File: config.mk
export PLATFORM = sky130hd
export DESIGN_NAME = serial_gauge_command_parser
export DESIGN_NICKNAME = d
export VERILOG_FILES = /design/src/rtl/gauge_cmd_pkg.sv /design/src/rtl/serial_gauge_command_parser.sv
export SDC_FILE = /design/constraint.sdc
export NUM_CORES = 2
export LEC_CHECK = 0
export CAP_MARGIN = 20
export CORE_ASPECT_RATIO = 0.7
export CORE_MARGIN = 5
export CORE_UTILIZATION = 45
export CTS_CLUSTER_SIZE = 8
export DETAILED_ROUTE_END_ITERATION = 8
export DONT_BUFFER_PORTS = 1
export MAX_ROUTING_LAYER = met4
export PLACE_DENSITY = 0.58
export SETUP_SLACK_MARGIN = 0.5
export SKIP_CTS_REPAIR_TIMING = 1
export SLEW_MARGIN = 10
export SYNTH_ARGS = -nofsm -noshare
export SYNTH_HDL_FRONTEND = slang
export SYNTH_SLANG_ARGS = --single-unit
File: constraint.sdc
create_clock -name mclk_in -period 6.9 [get_ports mclk_in]
set_input_delay 0.69 -clock mclk_in [delete_from_list [all_inputs] [get_ports mclk_in]]
set_output_delay 0.69 -clock mclk_in [all_outputs]
set_load 0.02 [all_outputs]
File: src/rtl/gauge_cmd_pkg.sv
// Constants shared by the serial gauge command parser.
package gauge_cmd_pkg;

  localparam int unsigned MAX_CHAN = 10;
  localparam int unsigned ADDR_W = 6;
  localparam int unsigned DBUF_DEPTH = 8;
  localparam logic [4:0] MAX_DATA_LEN = 5'h1A;
  localparam logic [4:0] DATA_LEN_SAT = 5'h1B;
  localparam logic [2:0] PRESS_CHARS = 3'h6;

  localparam logic [7:0] CH_AT = 8'h40;
  localparam logic [7:0] CH_COLON = 8'h3A;
  localparam logic [7:0] CH_QUEST = 8'h3F;
  localparam logic [7:0] CH_CR = 8'h0D;
  localparam logic [7:0] CH_0 = 8'h30;
  localparam logic [7:0] CH_1 = 8'h31;
  localparam logic [7:0] CH_2 = 8'h32;
  localparam logic [7:0] CH_3 = 8'h33;
  localparam logic [7:0] CH_4 = 8'h34;
  localparam logic [7:0] CH_5 = 8'h35;
  localparam logic [7:0] CH_9 = 8'h39;
  localparam logic [7:0] CH_A = 8'h41;
  localparam logic [7:0] CH_D = 8'h44;
  localparam logic [7:0] CH_E = 8'h45;
  localparam logic [7:0] CH_F = 8'h46;
  localparam logic [7:0] CH_H = 8'h48;
  localparam logic [7:0] CH_K = 8'h4B;
  localparam logic [7:0] CH_L = 8'h4C;
  localparam logic [7:0] CH_M = 8'h4D;
  localparam logic [7:0] CH_N = 8'h4E;
  localparam logic [7:0] CH_O = 8'h4F;
  localparam logic [7:0] CH_P = 8'h50;
  localparam logic [7:0] CH_LOW_A = 8'h61;
  localparam logic [7:0] CH_LOW_Z = 8'h7A;
  localparam logic [7:0] CH_DOT = 8'h2E;
  localparam logic [7:0] CH_PLUS = 8'h2B;
  localparam logic [7:0] CH_MINUS = 8'h2D;

  // Command codes: category as two characters, number as one.
  localparam logic [15:0] CAT_POWER = 16'h3038;
  localparam logic [15:0] CAT_FORMAT = 16'h3530;
  localparam logic [7:0] NUM_FORMAT = 8'h38;
  localparam logic [15:0] CAT_DIAG = 16'h3939;
  localparam logic [7:0] NUM_CONFIG = 8'h32;
  localparam logic [15:0] CAT_CAL = 16'h3037;
  localparam logic [7:0] NUM_ZERO = 8'h31;
  localparam logic [7:0] NUM_SPAN = 8'h32;
  localparam logic [15:0] CAT_CTRL = 16'h3330;
  localparam logic [7:0] NUM_MODE = 8'h31;

  // Register byte offsets.
  localparam logic [5:0] REG_STATUS = 6'h00;
  localparam logic [5:0] REG_PRESENT = 6'h04;
  localparam logic [5:0] REG_HOT_CATH = 6'h08;
  localparam logic [5:0] REG_ION = 6'h0C;
  localparam logic [5:0] REG_KEEP_SUPPLY = 6'h10;
  localparam logic [5:0] REG_ZERO_EN = 6'h14;
  localparam logic [5:0] REG_SPAN_EN = 6'h18;
  localparam logic [5:0] REG_THERMAL = 6'h1C;
  localparam logic [5:0] REG_GAS_N2 = 6'h20;
  localparam logic [5:0] REG_MISC = 6'h24;
  localparam logic [5:0] REG_POWER = 6'h28;
  localparam logic [5:0] REG_AUTO_POWER = 6'h2C;
  localparam logic [5:0] REG_SLOTS = 6'h30;

  // Every state bit, register and stored setting resets to zero.
  localparam logic [1:0] RST_CTRL_MODE = 2'h0;

  typedef enum logic [2:0] {
    ST_IDLE = 3'b000,
    ST_HDR = 3'b001,
    ST_TAIL = 3'b010,
    ST_DATA = 3'b011,
    ST_QEND = 3'b100,
    ST_SKIP = 3'b101,
    ST_EXEC = 3'b110,
    ST_SEND = 3'b111
  } st_t;

  typedef enum logic [1:0] {
    KIND_CMD = 2'b00,
    KIND_DATA = 2'b01,
    KIND_REQ = 2'b10
  } kind_t;

  typedef enum logic [1:0] {
    ERR_NONE = 2'b00,
    ERR_UNREC = 2'b01,
    ERR_INAPP = 2'b10,
    ERR_DATA = 2'b11
  } err_t;

endpackage

File: src/rtl/serial_gauge_command_parser.sv
// Message framing, command decoding, channel state and reply generation.
//
// Chosen here: the register addresses and the plain strobed port.
module serial_gauge_command_parser #(
  parameter int unsigned NUM_CHAN = 10,
  parameter int unsigned SLOT_COUNT = 4
) (
  input wire logic mclk_in,
  input wire logic reset_n_in,
  input wire logic [7:0] rx_data_in,
  input wire logic rx_valid_in,
  output logic rx_ready_out,
  output logic [7:0] tx_data_out,
  output logic tx_valid_out,
  input wire logic tx_ready_in,
  input wire logic [gauge_cmd_pkg::ADDR_W-1:0] reg_addr_in,
  input wire logic [31:0] reg_wdata_in,
  input wire logic reg_wr_in,
  input wire logic reg_rd_in,
  output logic [31:0] reg_rdata_out,
  output logic [9:0] chan_power_out,
  output logic [9:0] chan_supply_out,
  output logic [9:0] auto_power_out,
  output logic [9:0][3:0] ref_chan_out,
  output logic [9:0][5:0][7:0] shutoff_press_out,
  output logic [9:0][2:0] shutoff_len_out,
  output logic fmt_sci_out,
  output logic degas_active_out,
  output logic degas_high_out,
  output logic [3:0] degas_chan_out,
  output logic [1:0] ctrl_mode_out
);
  import gauge_cmd_pkg::*;

  typedef struct packed {
    st_t st;
    kind_t kind;
    logic [3:0][7:0] hdr;
    logic [1:0] hcnt;
    logic bad;
    logic lower;
    logic [7:0][7:0] dbuf;
    logic [4:0] dlen;
    logic [7:0][7:0] pay;
    logic [3:0] plen;
    logic [3:0] tidx;
    logic [7:0] txb;
    logic fmt_sci;
    logic [9:0] power;
    logic [9:0] autopwr;
    logic [9:0][3:0] refch;
    logic [9:0][5:0][7:0] press;
    logic [9:0][2:0] press_len;
    logic degas_on;
    logic degas_hi;
    logic [3:0] degas_ch;
    logic [1:0] ctrl_mode;
    logic [9:0] present;
    logic [9:0] hot;
    logic [9:0] ion;
    logic [9:0] keep;
    logic [9:0] zero_en;
    logic [9:0] span_en;
    logic [9:0] thermal;
    logic [9:0] n2;
    logic recipe_none;
    logic [31:0] slots;
    logic [31:0] rdata;
  } state_t;

  state_t q;
  state_t d;

  // Byte number i of the outgoing reply: '@', header, ':', payload, CR.
  function automatic logic [7:0] reply_byte(input state_t s,
                                            input logic [3:0] i);
    logic [7:0] b;
    logic [3:0] k;
    k = i - 4'h6;
    if (i == 4'h0) begin
      b = CH_AT;
    end else if (i < 4'h5) begin
      b = s.hdr[2'(i - 4'h1)];
    end else if (i == 4'h5) begin
      b = CH_COLON;
    end else if (k < s.plen) begin
      b = s.pay[3'(k)];
    end else begin
      b = CH_CR;
    end
    return b;
  endfunction

  function automatic logic is_digit(input logic [7:0] c);
    return (c >= CH_0) && (c <= CH_9);
  endfunction

  assign rx_ready_out = (q.st != ST_EXEC) && (q.st != ST_SEND);
  assign tx_valid_out = (q.st == ST_SEND);
  assign tx_data_out = q.txb;
  assign reg_rdata_out = q.rdata;
  assign chan_power_out = q.power;
  assign chan_supply_out = q.power | q.keep;
  assign auto_power_out = q.autopwr;
  assign ref_chan_out = q.refch;
  assign shutoff_press_out = q.press;
  assign shutoff_len_out = q.press_len;
  assign fmt_sci_out = q.fmt_sci;
  assign degas_active_out = q.degas_on;
  assign degas_high_out = q.degas_hi;
  assign degas_chan_out = q.degas_ch;
  assign ctrl_mode_out = q.ctrl_mode;

  always_comb begin
    logic rx_fire;
    logic at_seen;
    logic [7:0] b;
    logic [15:0] cat;
    logic [7:0] num;
    logic [7:0] d0;
    logic idok;
    logic inr;
    logic [3:0] ch;
    logic numeric;
    logic known;
    logic is_on;
    logic is_off;
    err_t err;
    rx_fire = 1'b0;
    at_seen = 1'b0;
    b = rx_data_in;
    cat = {q.hdr[0], q.hdr[1]};
    num = q.hdr[2];
    d0 = q.dbuf[0];
    idok = is_digit(q.hdr[3]);
    ch = (q.hdr[3] == CH_0) ? 4'h9 : 4'(q.hdr[3] - CH_1);
    inr = idok && (32'(ch) < NUM_CHAN);
    numeric = (q.dlen != 5'h0) && (q.dlen <= 5'(PRESS_CHARS));
    for (int i = 0; i < int'(PRESS_CHARS); i++) begin
      if ((5'(i) < q.dlen) && !is_digit(q.dbuf[i]) &&
          (q.dbuf[i] != CH_DOT) && (q.dbuf[i] != CH_E) &&
          (q.dbuf[i] != CH_PLUS) && (q.dbuf[i] != CH_MINUS)) begin
        numeric = 1'b0;
      end
    end
    is_on = (q.dlen == 5'h2) && (d0 == CH_O) && (q.dbuf[1] == CH_N);
    is_off = (q.dlen == 5'h3) && (d0 == CH_O) && (q.dbuf[1] == CH_F) &&
             (q.dbuf[2] == CH_F);
    known = ((cat == CAT_POWER) && (num >= CH_1) && (num <= CH_5)) ||
            ((cat == CAT_FORMAT) && (num == NUM_FORMAT)) ||
            ((cat == CAT_DIAG) && (num == NUM_CONFIG)) ||
            ((cat == CAT_CAL) && ((num == NUM_ZERO) ||
                                  (num == NUM_SPAN))) ||
            ((cat == CAT_CTRL) && (num == NUM_MODE));
    err = ERR_NONE;
    d = q;

    // Software view of the channel hardware and the block's state.
    if (reg_wr_in) begin
      case (reg_addr_in)
        REG_PRESENT: d.present = reg_wdata_in[9:0];
        REG_HOT_CATH: d.hot = reg_wdata_in[9:0];
        REG_ION: d.ion = reg_wdata_in[9:0];
        REG_KEEP_SUPPLY: d.keep = reg_wdata_in[9:0];
        REG_ZERO_EN: d.zero_en = reg_wdata_in[9:0];
        REG_SPAN_EN: d.span_en = reg_wdata_in[9:0];
        REG_THERMAL: d.thermal = reg_wdata_in[9:0];
        REG_GAS_N2: d.n2 = reg_wdata_in[9:0];
        REG_MISC: d.recipe_none = reg_wdata_in[0];
        REG_SLOTS: d.slots = reg_wdata_in;
        default: ;
      endcase
    end
    if (reg_rd_in) begin
      case (reg_addr_in)
        REG_STATUS: d.rdata = {22'h0, q.ctrl_mode, q.degas_ch,
                               q.degas_hi, q.degas_on, q.fmt_sci,
                               rx_ready_out};
        REG_PRESENT: d.rdata = {22'h0, q.present};
        REG_HOT_CATH: d.rdata = {22'h0, q.hot};
        REG_ION: d.rdata = {22'h0, q.ion};
        REG_KEEP_SUPPLY: d.rdata = {22'h0, q.keep};
        REG_ZERO_EN: d.rdata = {22'h0, q.zero_en};
        REG_SPAN_EN: d.rdata = {22'h0, q.span_en};
        REG_THERMAL: d.rdata = {22'h0, q.thermal};
        REG_GAS_N2: d.rdata = {22'h0, q.n2};
        REG_MISC: d.rdata = {31'h0, q.recipe_none};
        REG_POWER: d.rdata = {22'h0, q.power};
        REG_AUTO_POWER: d.rdata = {22'h0, q.autopwr};
        REG_SLOTS: d.rdata = q.slots;
        default: d.rdata = 32'h0;
      endcase
    end

    rx_fire = rx_valid_in && rx_ready_out;
    at_seen = rx_fire && (b == CH_AT);
    case (q.st)
      ST_IDLE: ;
      ST_HDR: begin
        if (rx_fire && !at_seen) begin
          if (b == CH_CR) begin
            d.bad = 1'b1;
            d.st = ST_EXEC;
          end else begin
            d.hdr[q.hcnt] = b;
            d.hcnt = q.hcnt + 2'h1;
            if (q.hcnt == 2'h3) begin
              d.st = ST_TAIL;
            end
          end
        end
      end
      ST_TAIL: begin
        if (rx_fire && !at_seen) begin
          if (b == CH_COLON) begin
            d.kind = KIND_DATA;
            d.st = ST_DATA;
          end else if (b == CH_QUEST) begin
            d.kind = KIND_REQ;
            d.st = ST_QEND;
          end else if (b == CH_CR) begin
            d.st = ST_EXEC;
          end else begin
            d.bad = 1'b1;
            d.st = ST_SKIP;
          end
        end
      end
      ST_DATA: begin
        if (rx_fire && !at_seen) begin
          if (b == CH_CR) begin
            d.st = ST_EXEC;
          end else begin
            // Only the first few characters are kept; the count runs on
            // so that an overlong field is still caught.
            if (q.dlen < 5'(DBUF_DEPTH)) begin
              d.dbuf[3'(q.dlen)] = b;
            end
            if (q.dlen != DATA_LEN_SAT) begin
              d.dlen = q.dlen + 5'h1;
            end
            if ((b >= CH_LOW_A) && (b <= CH_LOW_Z)) begin
              d.lower = 1'b1;
            end
          end
        end
      end
      ST_QEND, ST_SKIP: begin
        if (rx_fire && !at_seen) begin
          if (b == CH_CR) begin
            d.st = ST_EXEC;
          end else begin
            d.bad = 1'b1;
          end
        end
      end
      ST_EXEC: begin
        d.pay = '0;
        d.pay[0] = CH_O;
        d.pay[1] = CH_K;
        d.plen = 4'h2;
        if (q.bad || !known) begin
          err = ERR_UNREC;
        end else if (q.lower || (q.dlen > MAX_DATA_LEN)) begin
          err = ERR_DATA;
        end else if (cat == CAT_FORMAT) begin
          if (q.kind == KIND_REQ) begin
            d.pay[0] = q.fmt_sci ? CH_E : CH_D;
            d.plen = 4'h1;
          end else if ((q.kind != KIND_DATA) || (q.dlen != 5'h1) ||
                       ((d0 != CH_E) && (d0 != CH_D))) begin
            err = ERR_DATA;
          end else begin
            d.fmt_sci = (d0 == CH_E);
          end
        end else if (cat == CAT_DIAG) begin
          if (q.kind != KIND_REQ) begin
            err = ERR_INAPP;
          end else begin
            for (int i = 0; i < int'(SLOT_COUNT); i++) begin
              d.pay[i] = CH_0 + {4'h0, q.slots[4*i +: 4]};
            end
            d.plen = 4'(SLOT_COUNT);
          end
        end else if (!idok) begin
          err = ERR_UNREC;
        end else if (!inr) begin
          err = ERR_INAPP;
        end else if (cat == CAT_CAL) begin
          if (q.kind == KIND_REQ) begin
            err = ERR_INAPP;
          end else if ((num == NUM_ZERO) &&
                       (q.ion[ch] || !q.zero_en[ch])) begin
            err = ERR_INAPP;
          end else if ((num == NUM_SPAN) && (!q.span_en[ch] ||
                       (q.thermal[ch] && !q.n2[ch]))) begin
            err = ERR_INAPP;
          end
        end else if (cat == CAT_CTRL) begin
          if ((q.kind != KIND_DATA) || (q.dlen != 5'h1) ||
              ((d0 != CH_A) && (d0 != CH_P) && (d0 != CH_M))) begin
            err = ERR_DATA;
          end else if ((d0 != CH_M) && q.recipe_none) begin
            err = ERR_INAPP;
          end else begin
            d.ctrl_mode = (d0 == CH_A) ? 2'h1 : (d0 == CH_P) ? 2'h2 :
                          RST_CTRL_MODE;
          end
        end else if (q.kind == KIND_REQ) begin
          // Power readback works on an off channel; every other reading of an off channel,
          // and every reading but power and degas of a high-degas channel, fails.
          if ((num != CH_1) && (!q.power[ch] || (num != CH_5 &&
              q.degas_on && q.degas_hi && (q.degas_ch == ch)))) begin
            err = ERR_INAPP;
          end else begin
            d.plen = 4'h1;
            case (num)
              CH_1: begin
                d.pay[0] = CH_O;
                d.pay[1] = q.power[ch] ? CH_N : CH_F;
                d.pay[2] = CH_F;
                d.plen = q.power[ch] ? 4'h2 : 4'h3;
              end
              CH_2: d.pay[0] = q.autopwr[ch] ? CH_E : CH_D;
              CH_3: d.pay[0] = CH_0 + {4'h0, q.refch[ch]};
              CH_4: begin
                for (int i = 0; i < int'(PRESS_CHARS); i++) begin
                  d.pay[i] = q.press[ch][i];
                end
                if (q.press_len[ch] == 3'h0) begin
                  d.pay[0] = CH_0;
                end else begin
                  d.plen = {1'b0, q.press_len[ch]};
                end
              end
              default: begin
                d.pay[0] = !(q.degas_on && (q.degas_ch == ch)) ? CH_O :
                           q.degas_hi ? CH_H : CH_L;
              end
            endcase
          end
        end else if (q.kind != KIND_DATA) begin
          err = ERR_DATA;
        end else if ((num != CH_1) && !q.power[ch]) begin
          err = ERR_INAPP;
        end else begin
          // There is no busy state for a gauge that is still starting up,
          // so its messages are taken at once.
          case (num)
            CH_1: begin
              if (!is_on && !is_off) begin
                err = ERR_DATA;
              end else if (q.present[ch]) begin
                d.power[ch] = is_on;
                if (is_off && (q.degas_ch == ch)) begin
                  d.degas_on = 1'b0;
                end
              end
            end
            CH_2: begin
              if (!q.ion[ch]) begin
                err = ERR_INAPP;
              end else if ((q.dlen != 5'h1) ||
                           ((d0 != CH_E) && (d0 != CH_D))) begin
                err = ERR_DATA;
              end else begin
                d.autopwr[ch] = (d0 == CH_E);
              end
            end
            CH_3: begin
              if ((q.dlen != 5'h1) || !is_digit(d0)) begin
                err = ERR_DATA;
              end else begin
                d.refch[ch] = 4'(d0 - CH_0);
              end
            end
            CH_4: begin
              if (!numeric) begin
                err = ERR_DATA;
              end else begin
                for (int i = 0; i < int'(PRESS_CHARS); i++) begin
                  d.press[ch][i] = q.dbuf[i];
                end
                d.press_len[ch] = 3'(q.dlen);
              end
            end
            default: begin
              if (!q.hot[ch]) begin
                err = ERR_INAPP;
              end else if ((q.dlen != 5'h1) || ((d0 != CH_L) &&
                           (d0 != CH_H) && (d0 != CH_O))) begin
                err = ERR_DATA;
              end else if ((d0 != CH_O) && q.degas_on &&
                           (q.degas_ch != ch)) begin
                err = ERR_INAPP;
              end else if (d0 == CH_O) begin
                if (q.degas_ch == ch) begin
                  d.degas_on = 1'b0;
                end
              end else begin
                d.degas_on = 1'b1;
                d.degas_hi = (d0 == CH_H);
                d.degas_ch = ch;
              end
            end
          endcase
        end
        if (err != ERR_NONE) begin
          d.pay[0] = CH_E;
          d.pay[1] = CH_1;
          d.pay[2] = (err == ERR_DATA) ? CH_2 : CH_1;
          d.pay[3] = (err == ERR_UNREC) ? CH_1 : CH_2;
          d.plen = 4'h4;
        end
        d.tidx = 4'h0;
        d.txb = CH_AT;
        d.st = ST_SEND;
      end
      ST_SEND: begin
        if (tx_ready_in) begin
          if (q.tidx == (q.plen + 4'h6)) begin
            d.st = ST_IDLE;
          end else begin
            d.tidx = q.tidx + 4'h1;
            d.txb = reply_byte(q, q.tidx + 4'h1);
          end
        end
      end
      default: d.st = ST_IDLE;
    endcase

    if (at_seen) begin
      // A fresh start marker throws away whatever was half received.
      d.st = ST_HDR;
      d.hcnt = 2'h0;
      d.bad = 1'b0;
      d.lower = 1'b0;
      d.dlen = 5'h0;
      d.kind = KIND_CMD;
    end
  end

  // The format choice lives only here, so every reset returns it to D.
  always_ff @(posedge mclk_in or negedge reset_n_in) begin
    if (!reset_n_in) begin
      q <= '0;
    end else begin
      q <= d;
    end
  end

endmodule

# Word level (Yosys, flattened, before mapping)
# Cells that the tools add are included.
[classes]
bitwise_logic = 22
n_mux = 181
reduce_logical = 154
n_lt_le_gt_ge = 38
eq_ne = 111
n_addsub = 13
[ops]
columns = ["op", "count"]
rows = [
  ["bitwise mux 480 bit", 6],
  ["demux 48 bit (select 4 bit)", 6],
  ["two-way mux 52 bit", 8],
  ["one-hot mux 32 bit (13 select lines)", 1],
  ["two-way mux 70 bit", 3],
  ["binary-select mux 48 bit (select 4 bit)", 1],
  ["!= test 8 x 6 -> 1 bit (second input constant)", 20],
  ["!= test 8 x 7 -> 1 bit (second input constant)", 13],
  ["two-way mux 48 bit", 2],
  ["two-way mux 8 bit", 11],
  ["equality test 16 x 14 -> 1 bit (second input constant)", 5],
  ["two-way mux 40 bit", 2],
  ["logical AND 1 bit", 77],
  ["two-way mux 2 bit", 38],
  ["equality test 8 x 7 -> 1 bit (second input constant)", 9],
  ["two-way mux 36 bit", 2],
  ["bitwise mux 64 bit", 1],
  ["equality test 8 x 6 -> 1 bit (second input constant)", 8],
  ["greater-or-equal comparator 8 x 6 -> 1 bit (second input constant)", 8],
  ["less-or-equal comparator 8 x 6 -> 1 bit (second input constant)", 8],
  ["two-way mux 64 bit", 1],
  ["two-way mux 24 bit", 2],
  ["two-way mux 3 bit", 14],
  ["bitwise mux 40 bit", 1],
  ["101 further kinds", 272],
]
[totals]
output_inout_bits = 631
word_cells = 644
ff_bits = 898

# Logic depth before layout (Yosys ltp)
[logic_depth]
ltp_word = 31
mapped_depth = 17
mapped_depth_nobuf = 11

# Least setup slack after synthesis
# OpenSTA, ideal clock, no wires.
[synth_timing]
path_kind = "register -> register"
startpoint = "register q[732] in the netlist's numbering"
endpoint = "register q (netlist bit tx_data_out[0])"
setup_slack_ns = 3.020
t_required_ns = 6.779
stages_incl_launch_ff = 15
n_path_buf = 4
setup_time_ns = 0.121
period_less_slack_ns = 3.880
arrival_time_ns = 3.759
cell_sequence = "dfrtp_1 > clkbuf_1 > clkbuf_1 > clkbuf_1 > inv_1 > ha_1 > clkbuf_1 > inv_1 > ha_1 > nor2b_1 > o21ai_0 > nand3b_1 > a211oi_1 > o22ai_1 > a22o_1"
[synth_via]
elab_chain_len = 11
[synth_rtl]
columns = ["item", "line", "rtl"]
rows = [
  ["from (decl)", "serial_gauge_command_parser.sv:71", "state_t q;"],
  ["from (signal assigned)", "serial_gauge_command_parser.sv:446", "q <= '0;"],
  ["from (signal assigned)", "serial_gauge_command_parser.sv:448", "q <= d;"],
  ["adder 4 x 1 -> 4 bit", "serial_gauge_command_parser.sv:425", "d.txb = reply_byte(q, q.tidx + 4'h1);"],
  ["subtractor 4 x 3 -> 4 bit", "serial_gauge_command_parser.sv:79", "k = i - 4'h6;"],
  ["binary-select mux 8 bit (select 3 bit)", "serial_gauge_command_parser.sv:87", "b = s.pay[3'(k)];"],
  ["two-way mux 8 bit (implied by the code)", "serial_gauge_command_parser.sv:87", ""],
  ["two-way mux 8 bit", "serial_gauge_command_parser.sv:86", "end else if (k < s.plen) begin"],
  ["two-way mux 8 bit", "serial_gauge_command_parser.sv:84", "end else if (i == 4'h5) begin"],
  ["two-way mux 8 bit", "serial_gauge_command_parser.sv:82", "end else if (i < 4'h5) begin"],
  ["two-way mux 8 bit", "serial_gauge_command_parser.sv:80", "if (i == 4'h0) begin"],
  ["two-way mux 12 bit", "serial_gauge_command_parser.sv:421", "if (q.tidx == (q.plen + 4'h6)) begin"],
  ["two-way mux 12 bit", "serial_gauge_command_parser.sv:420", "if (tx_ready_in) begin"],
  ["one-hot mux 12 bit (2 select lines)", "serial_gauge_command_parser.sv:197", "case (q.st)"],
]
# Parallel ways exist; a longest one is shown, timed or not. The select of a mux whose other input is x is not followed.
# A chain may end at the register's enable or synchronous reset.

# Final worst setup path
[layout_timing]
startpoint = "register q[842] in the netlist's numbering"
endpoint = "register q (netlist bit shutoff_press_out[467])"
[layout_via]
elab_chain_len = 11
[layout_rtl]
columns = ["item", "line", "rtl"]
rows = [
  ["greater-or-equal comparator 8 x 6 -> 1 bit or less-or-equal comparator 8 x 6 -> 1 bit (tied branches)", "serial_gauge_command_parser.sv:95", "return (c >= CH_0) && (c <= CH_9);"],
  ["logical AND 1 bit", "serial_gauge_command_parser.sv:95", ""],
  ["zero test 1 bit", "serial_gauge_command_parser.sv:140", "if ((5'(i) < q.dlen) && !is_digit(q.dbuf[i]) &&"],
  ["logical AND 1 bit (2 in a row)", "serial_gauge_command_parser.sv:140", ""],
  ["logical AND 1 bit (2 in a row)", "serial_gauge_command_parser.sv:141", "(q.dbuf[i] != CH_DOT) && (q.dbuf[i] != CH_E) &&"],
  ["logical AND 1 bit *", "serial_gauge_command_parser.sv:142", "(q.dbuf[i] != CH_PLUS) && (q.dbuf[i] != CH_MINUS)) begin"],
  ["two-way mux 1 bit * (2 in a row)", "serial_gauge_command_parser.sv:140", ""],
  ["AND reduction 14 bit (no line) *", "-", ""],
]
# Mark *: on every way between the ends. The rest lies on a longest branch, timed or not.

==> run_results.csv <==
group,metric,value,unit
outcome,violations,"hold timing",
critical_path,required,7.50,ns
finish,instances_no_fill,5042,
logic_synthesis,synth_area,47980,sq um
drt,route.antenna.remaining_nets,0,
critical_path,arrival,6.30,ns
logic_synthesis,yosysTopAreaCell,"dfrtp_1",
drt,routedWlPerCell,35.71,um
sta,report.final.setup_viol,0,
floorplanning,ios,683,
drt,first_pass_iters,5,
finish,multi_input_area,19990,sq um
clocking,cts-root-buf,"clkbuf_16",
grt,track_usage,31.59,%
sta,hold_viol,22,
critical_path,cp_cell_sequence,"nor2b_1 > a221oi_1 > o21ai_0 > o21ai_0 > or4_1 > nor2_2 > nand2_1 > nor2_4 > buf_12 > mux2_2",
sta,fin_setup_tns,0,ns
logic_synthesis,ys_seq_area_share,45.95,%
sta,min_period,5.703,ns
sta,drv_slew,0,
critical_path,max_stage_delay,1.02,ns
logic_synthesis,yosys_warnings,0,
hold_path,hold_class,"primary input to asynchronous set/reset pin",
pwr,p_per_area,273.0,nW/um^2
logic_synthesis,synth_common_cells,"dfrtp_1 (881), mux2_2 (739), buf_4 (625), o21ai_0 (286), nand2_1 (257)",
clocking,clkTransAtPathRegs,0.05,ns
finish,regArea,22050,sq um
floorplanning,die_h,283.2,um
critical_path,cp_max_fo,28,
grt,grt_max_degree,882,
logic_synthesis,synth_edf_count,0,
placement,dpl.cell_count,4898,
pwr,ir_drop,0.2059,mV
logic_synthesis,synth.avg_cell_area,11.13,sq um
logic_synthesis,synthArstFlopShare,100.0,%
logic_synthesis,syn_nets,4379,
placement,gp_congestion,0.9963,
logic_synthesis,ys_ff_latch,881,
outcome,outcome,"finished, violations left",
drt,route.vias.total,32790,
finish,design_area,48020,sq um
logic_synthesis,netlist_instances,4310,
sta,rsz0062_at_grt,"false",
critical_path,cpMostUsedCell,"o21ai_0",
sta,worst_pin_slew,1.386,ns
job,maxCapViolCount,0,
pwr,p_leak,22.31,nW
drt,vias_per_cell,6.503,
floorplanning,dieArea,113400,sq um
placement,place_hpwl,126400,um
placement,place_area,44620,sq um
clocking,cts_tree,"yes",
placement,port-buffer-count,0,
finish,num-nets-final,3671,
clocking,h-tree-depth,3,
logic_synthesis,yosys-top-cells-area,"dfrtp_1 (46%), mux2_2 (17%), buf_4 (9.8%), mux2i_1 (3.4%), o21ai_0 (3.0%)",
finish,drive_above_1_share,29.10,%
clocking,clock_path_buffers,3,
logic_synthesis,ys.flop_type,"dfrtp_1",
grt,grt_overflow,0,
critical_path,regToRegSetupSlack,1.20,ns
logic_synthesis,synth.most_common_cell,"dfrtp_1",
grt,grt_pass1_vias,31672,
clocking,clock_sinks,881,
critical_path,worst_path_max_delay_cell,"o21ai_0",
sta,post-route-period-util,82.65,%
drt,drcViolationCount,0,
floorplanning,core_area,106100,sq um
finish,fill_cells,9840,
grt,grt_antenna_before_repair,8,
clocking,cts_inserted_buffers,120,
sta,relSlewSlack,7.598,%
floorplanning,chipWidth,400.3,um
logic_synthesis,synth_top_area_share,45.95,%
critical_path,worstReg2RegEnd,"shutoff_press_out[467]",
logic_synthesis,yosysUniqueCellTypes,110,
pwr,finalPower,13.11,mW
critical_path,end_kind,"flop",
finish,area_growth,0.07822,%
sta,max_freq,175.3,MHz
drt,drt_iter0_drc,3497,
critical_path,reg2reg_from,"q[842]",
grt,grt_first_pass_wirelength,256000,um
sta,timing.hold.ws,-0.07165,ns
sta,fin_skew,0.07441,ns
drt,wl,180100,um
floorplanning,initial_utilization,45.22,%
critical_path,startpoint_type,"flop",
critical_path,r2r_cells,10,
clocking,clk_latency,0.75,ns
floorplanning,rows,100,
critical_path,criticalPathCategory,"flop to flop",
-- layout by cell type, fill, tap and decap left out, types with 11 or more instances in the layout --
cell type	netlist	layout
dfrtp_1	881	880
mux2_2	739	739
o21ai_0	286	286
nand2_1	257	255
mux2i_1	164	164
clkbuf_16	0	121
nor2_1	114	110
a221oi_1	102	102
nand3_1	88	87
a21oi_1	81	80
inv_1	66	66
buf_4	625	57
nor3_1	43	41
a31oi_1	24	24
nand2b_1	24	24
o22ai_1	24	24
o211ai_1	23	23
or2_2	20	20
a211oi_1	20	20
mux4_2	18	18
and3_1	18	17
and2_1	17	17
a22oi_1	18	17
nor2b_1	17	16
a221o_1	16	16
ha_1	17	16
a22o_1	15	15
nand4_1	14	14
o31ai_1	14	14
xnor2_1	12	12
mux2_1	12	12
o221ai_1	12	12
o2111ai_1	11	11
nor3b_1	11	11
-- layout make-up --
type | instances | area share [%]
sequential | 881 | 45.91
multi-input combinational | 2457 | 41.63
clock buffer | 125 | 6.358
tap | 1428 | 3.721
timing repair buffer | 73 | 1.493
inverter | 69 | 0.5394
clock inverter | 7 | 0.3361
antenna | 2 | 0.01042
-- critical path, delay by kind of cell (launching register included) --
kind	cells	cell delay, ns
buffers and inverters	1	0.31
muxes	1	0.36
and+or+nand+nor	5	2.63
DFF	1	0.65
AOI/OAI and AO/OA	3	1.55
-- stage by stage --
stage,utilization (%),setup WS (ns)
after global routing,45.26,1.181
after CTS,45.09,1.283
final,45.26,1.197
after global placement,42.05,1.397
after floorplan,-,3.020
after detailed placement,42.06,1.325
-- sequential cells by signal, indices dropped and copies added, names as in the netlist --
signal / cells
chan_power_out: 10
degas_high_out: 1
ref_chan_out: 40
tx_data_out: 8
reg_rdata_out: 32
ctrl_mode_out: 2
degas_active_out: 1
auto_power_out: 10
degas_chan_out: 4
shutoff_press_out: 480
q: 262
fmt_sci_out: 1
shutoff_len_out: 30
-- logic make-up (layout without fill, tap and decap cells) --
family | Yosys count | in the layout | share of synthesized area, %
AOI/OAI and AO/OA | 755 | 755 | 10.61
xor gates and xnor gates | 21 | 21 | 0.3833
adders and majority gates | 17 | 17 | 0.4433
buffers and inverters | 972 | 274 | 12.76
DFF | 881 | 881 | 45.95
muxes | 934 | 934 | 21.95
other | 0 | 2 | 0
and+or+nand+nor | 730 | 730 | 7.909
-- metal layers --
| layer | track usage, % | share of wire, % | vias to the layer above |
|---|---|---|---|
| li1 | - | - | 13478 |
| met3 | 11.73 | 11 | 294 |
| met4 | 7.729 | 2.9 | 0 |
| met5 | - | 0 | - |
| met2 | 45.92 | 44 | 1718 |
| met1 | 41.99 | 42 | 17300 |
-- worst max-delay path by stage --
stage	slack (ns)	cells after the start	from	endpoint
global placement	1.40	9	q[804]	shutoff_press_out[114]
global route	1.18	10	q[842]	shutoff_press_out[284]
finish	1.20	10	q[842]	shutoff_press_out[467]
CTS	1.28	10	q[804]	shutoff_press_out[285]
detailed placement	1.32	10	q[804]	shutoff_press_out[273]
floorplan	3.02	14	q[732]	tx_data_out[0]
-- power by group --
group | total (mW) | switching, mW | internal, mW
Clock | 5.37 | 2.28 | 3.09
Combinational | 1.76 | 1.11 | 0.650
Sequential | 5.98 | 0.560 | 5.42
No activity file was read; power rests on OpenSTA's default activity.
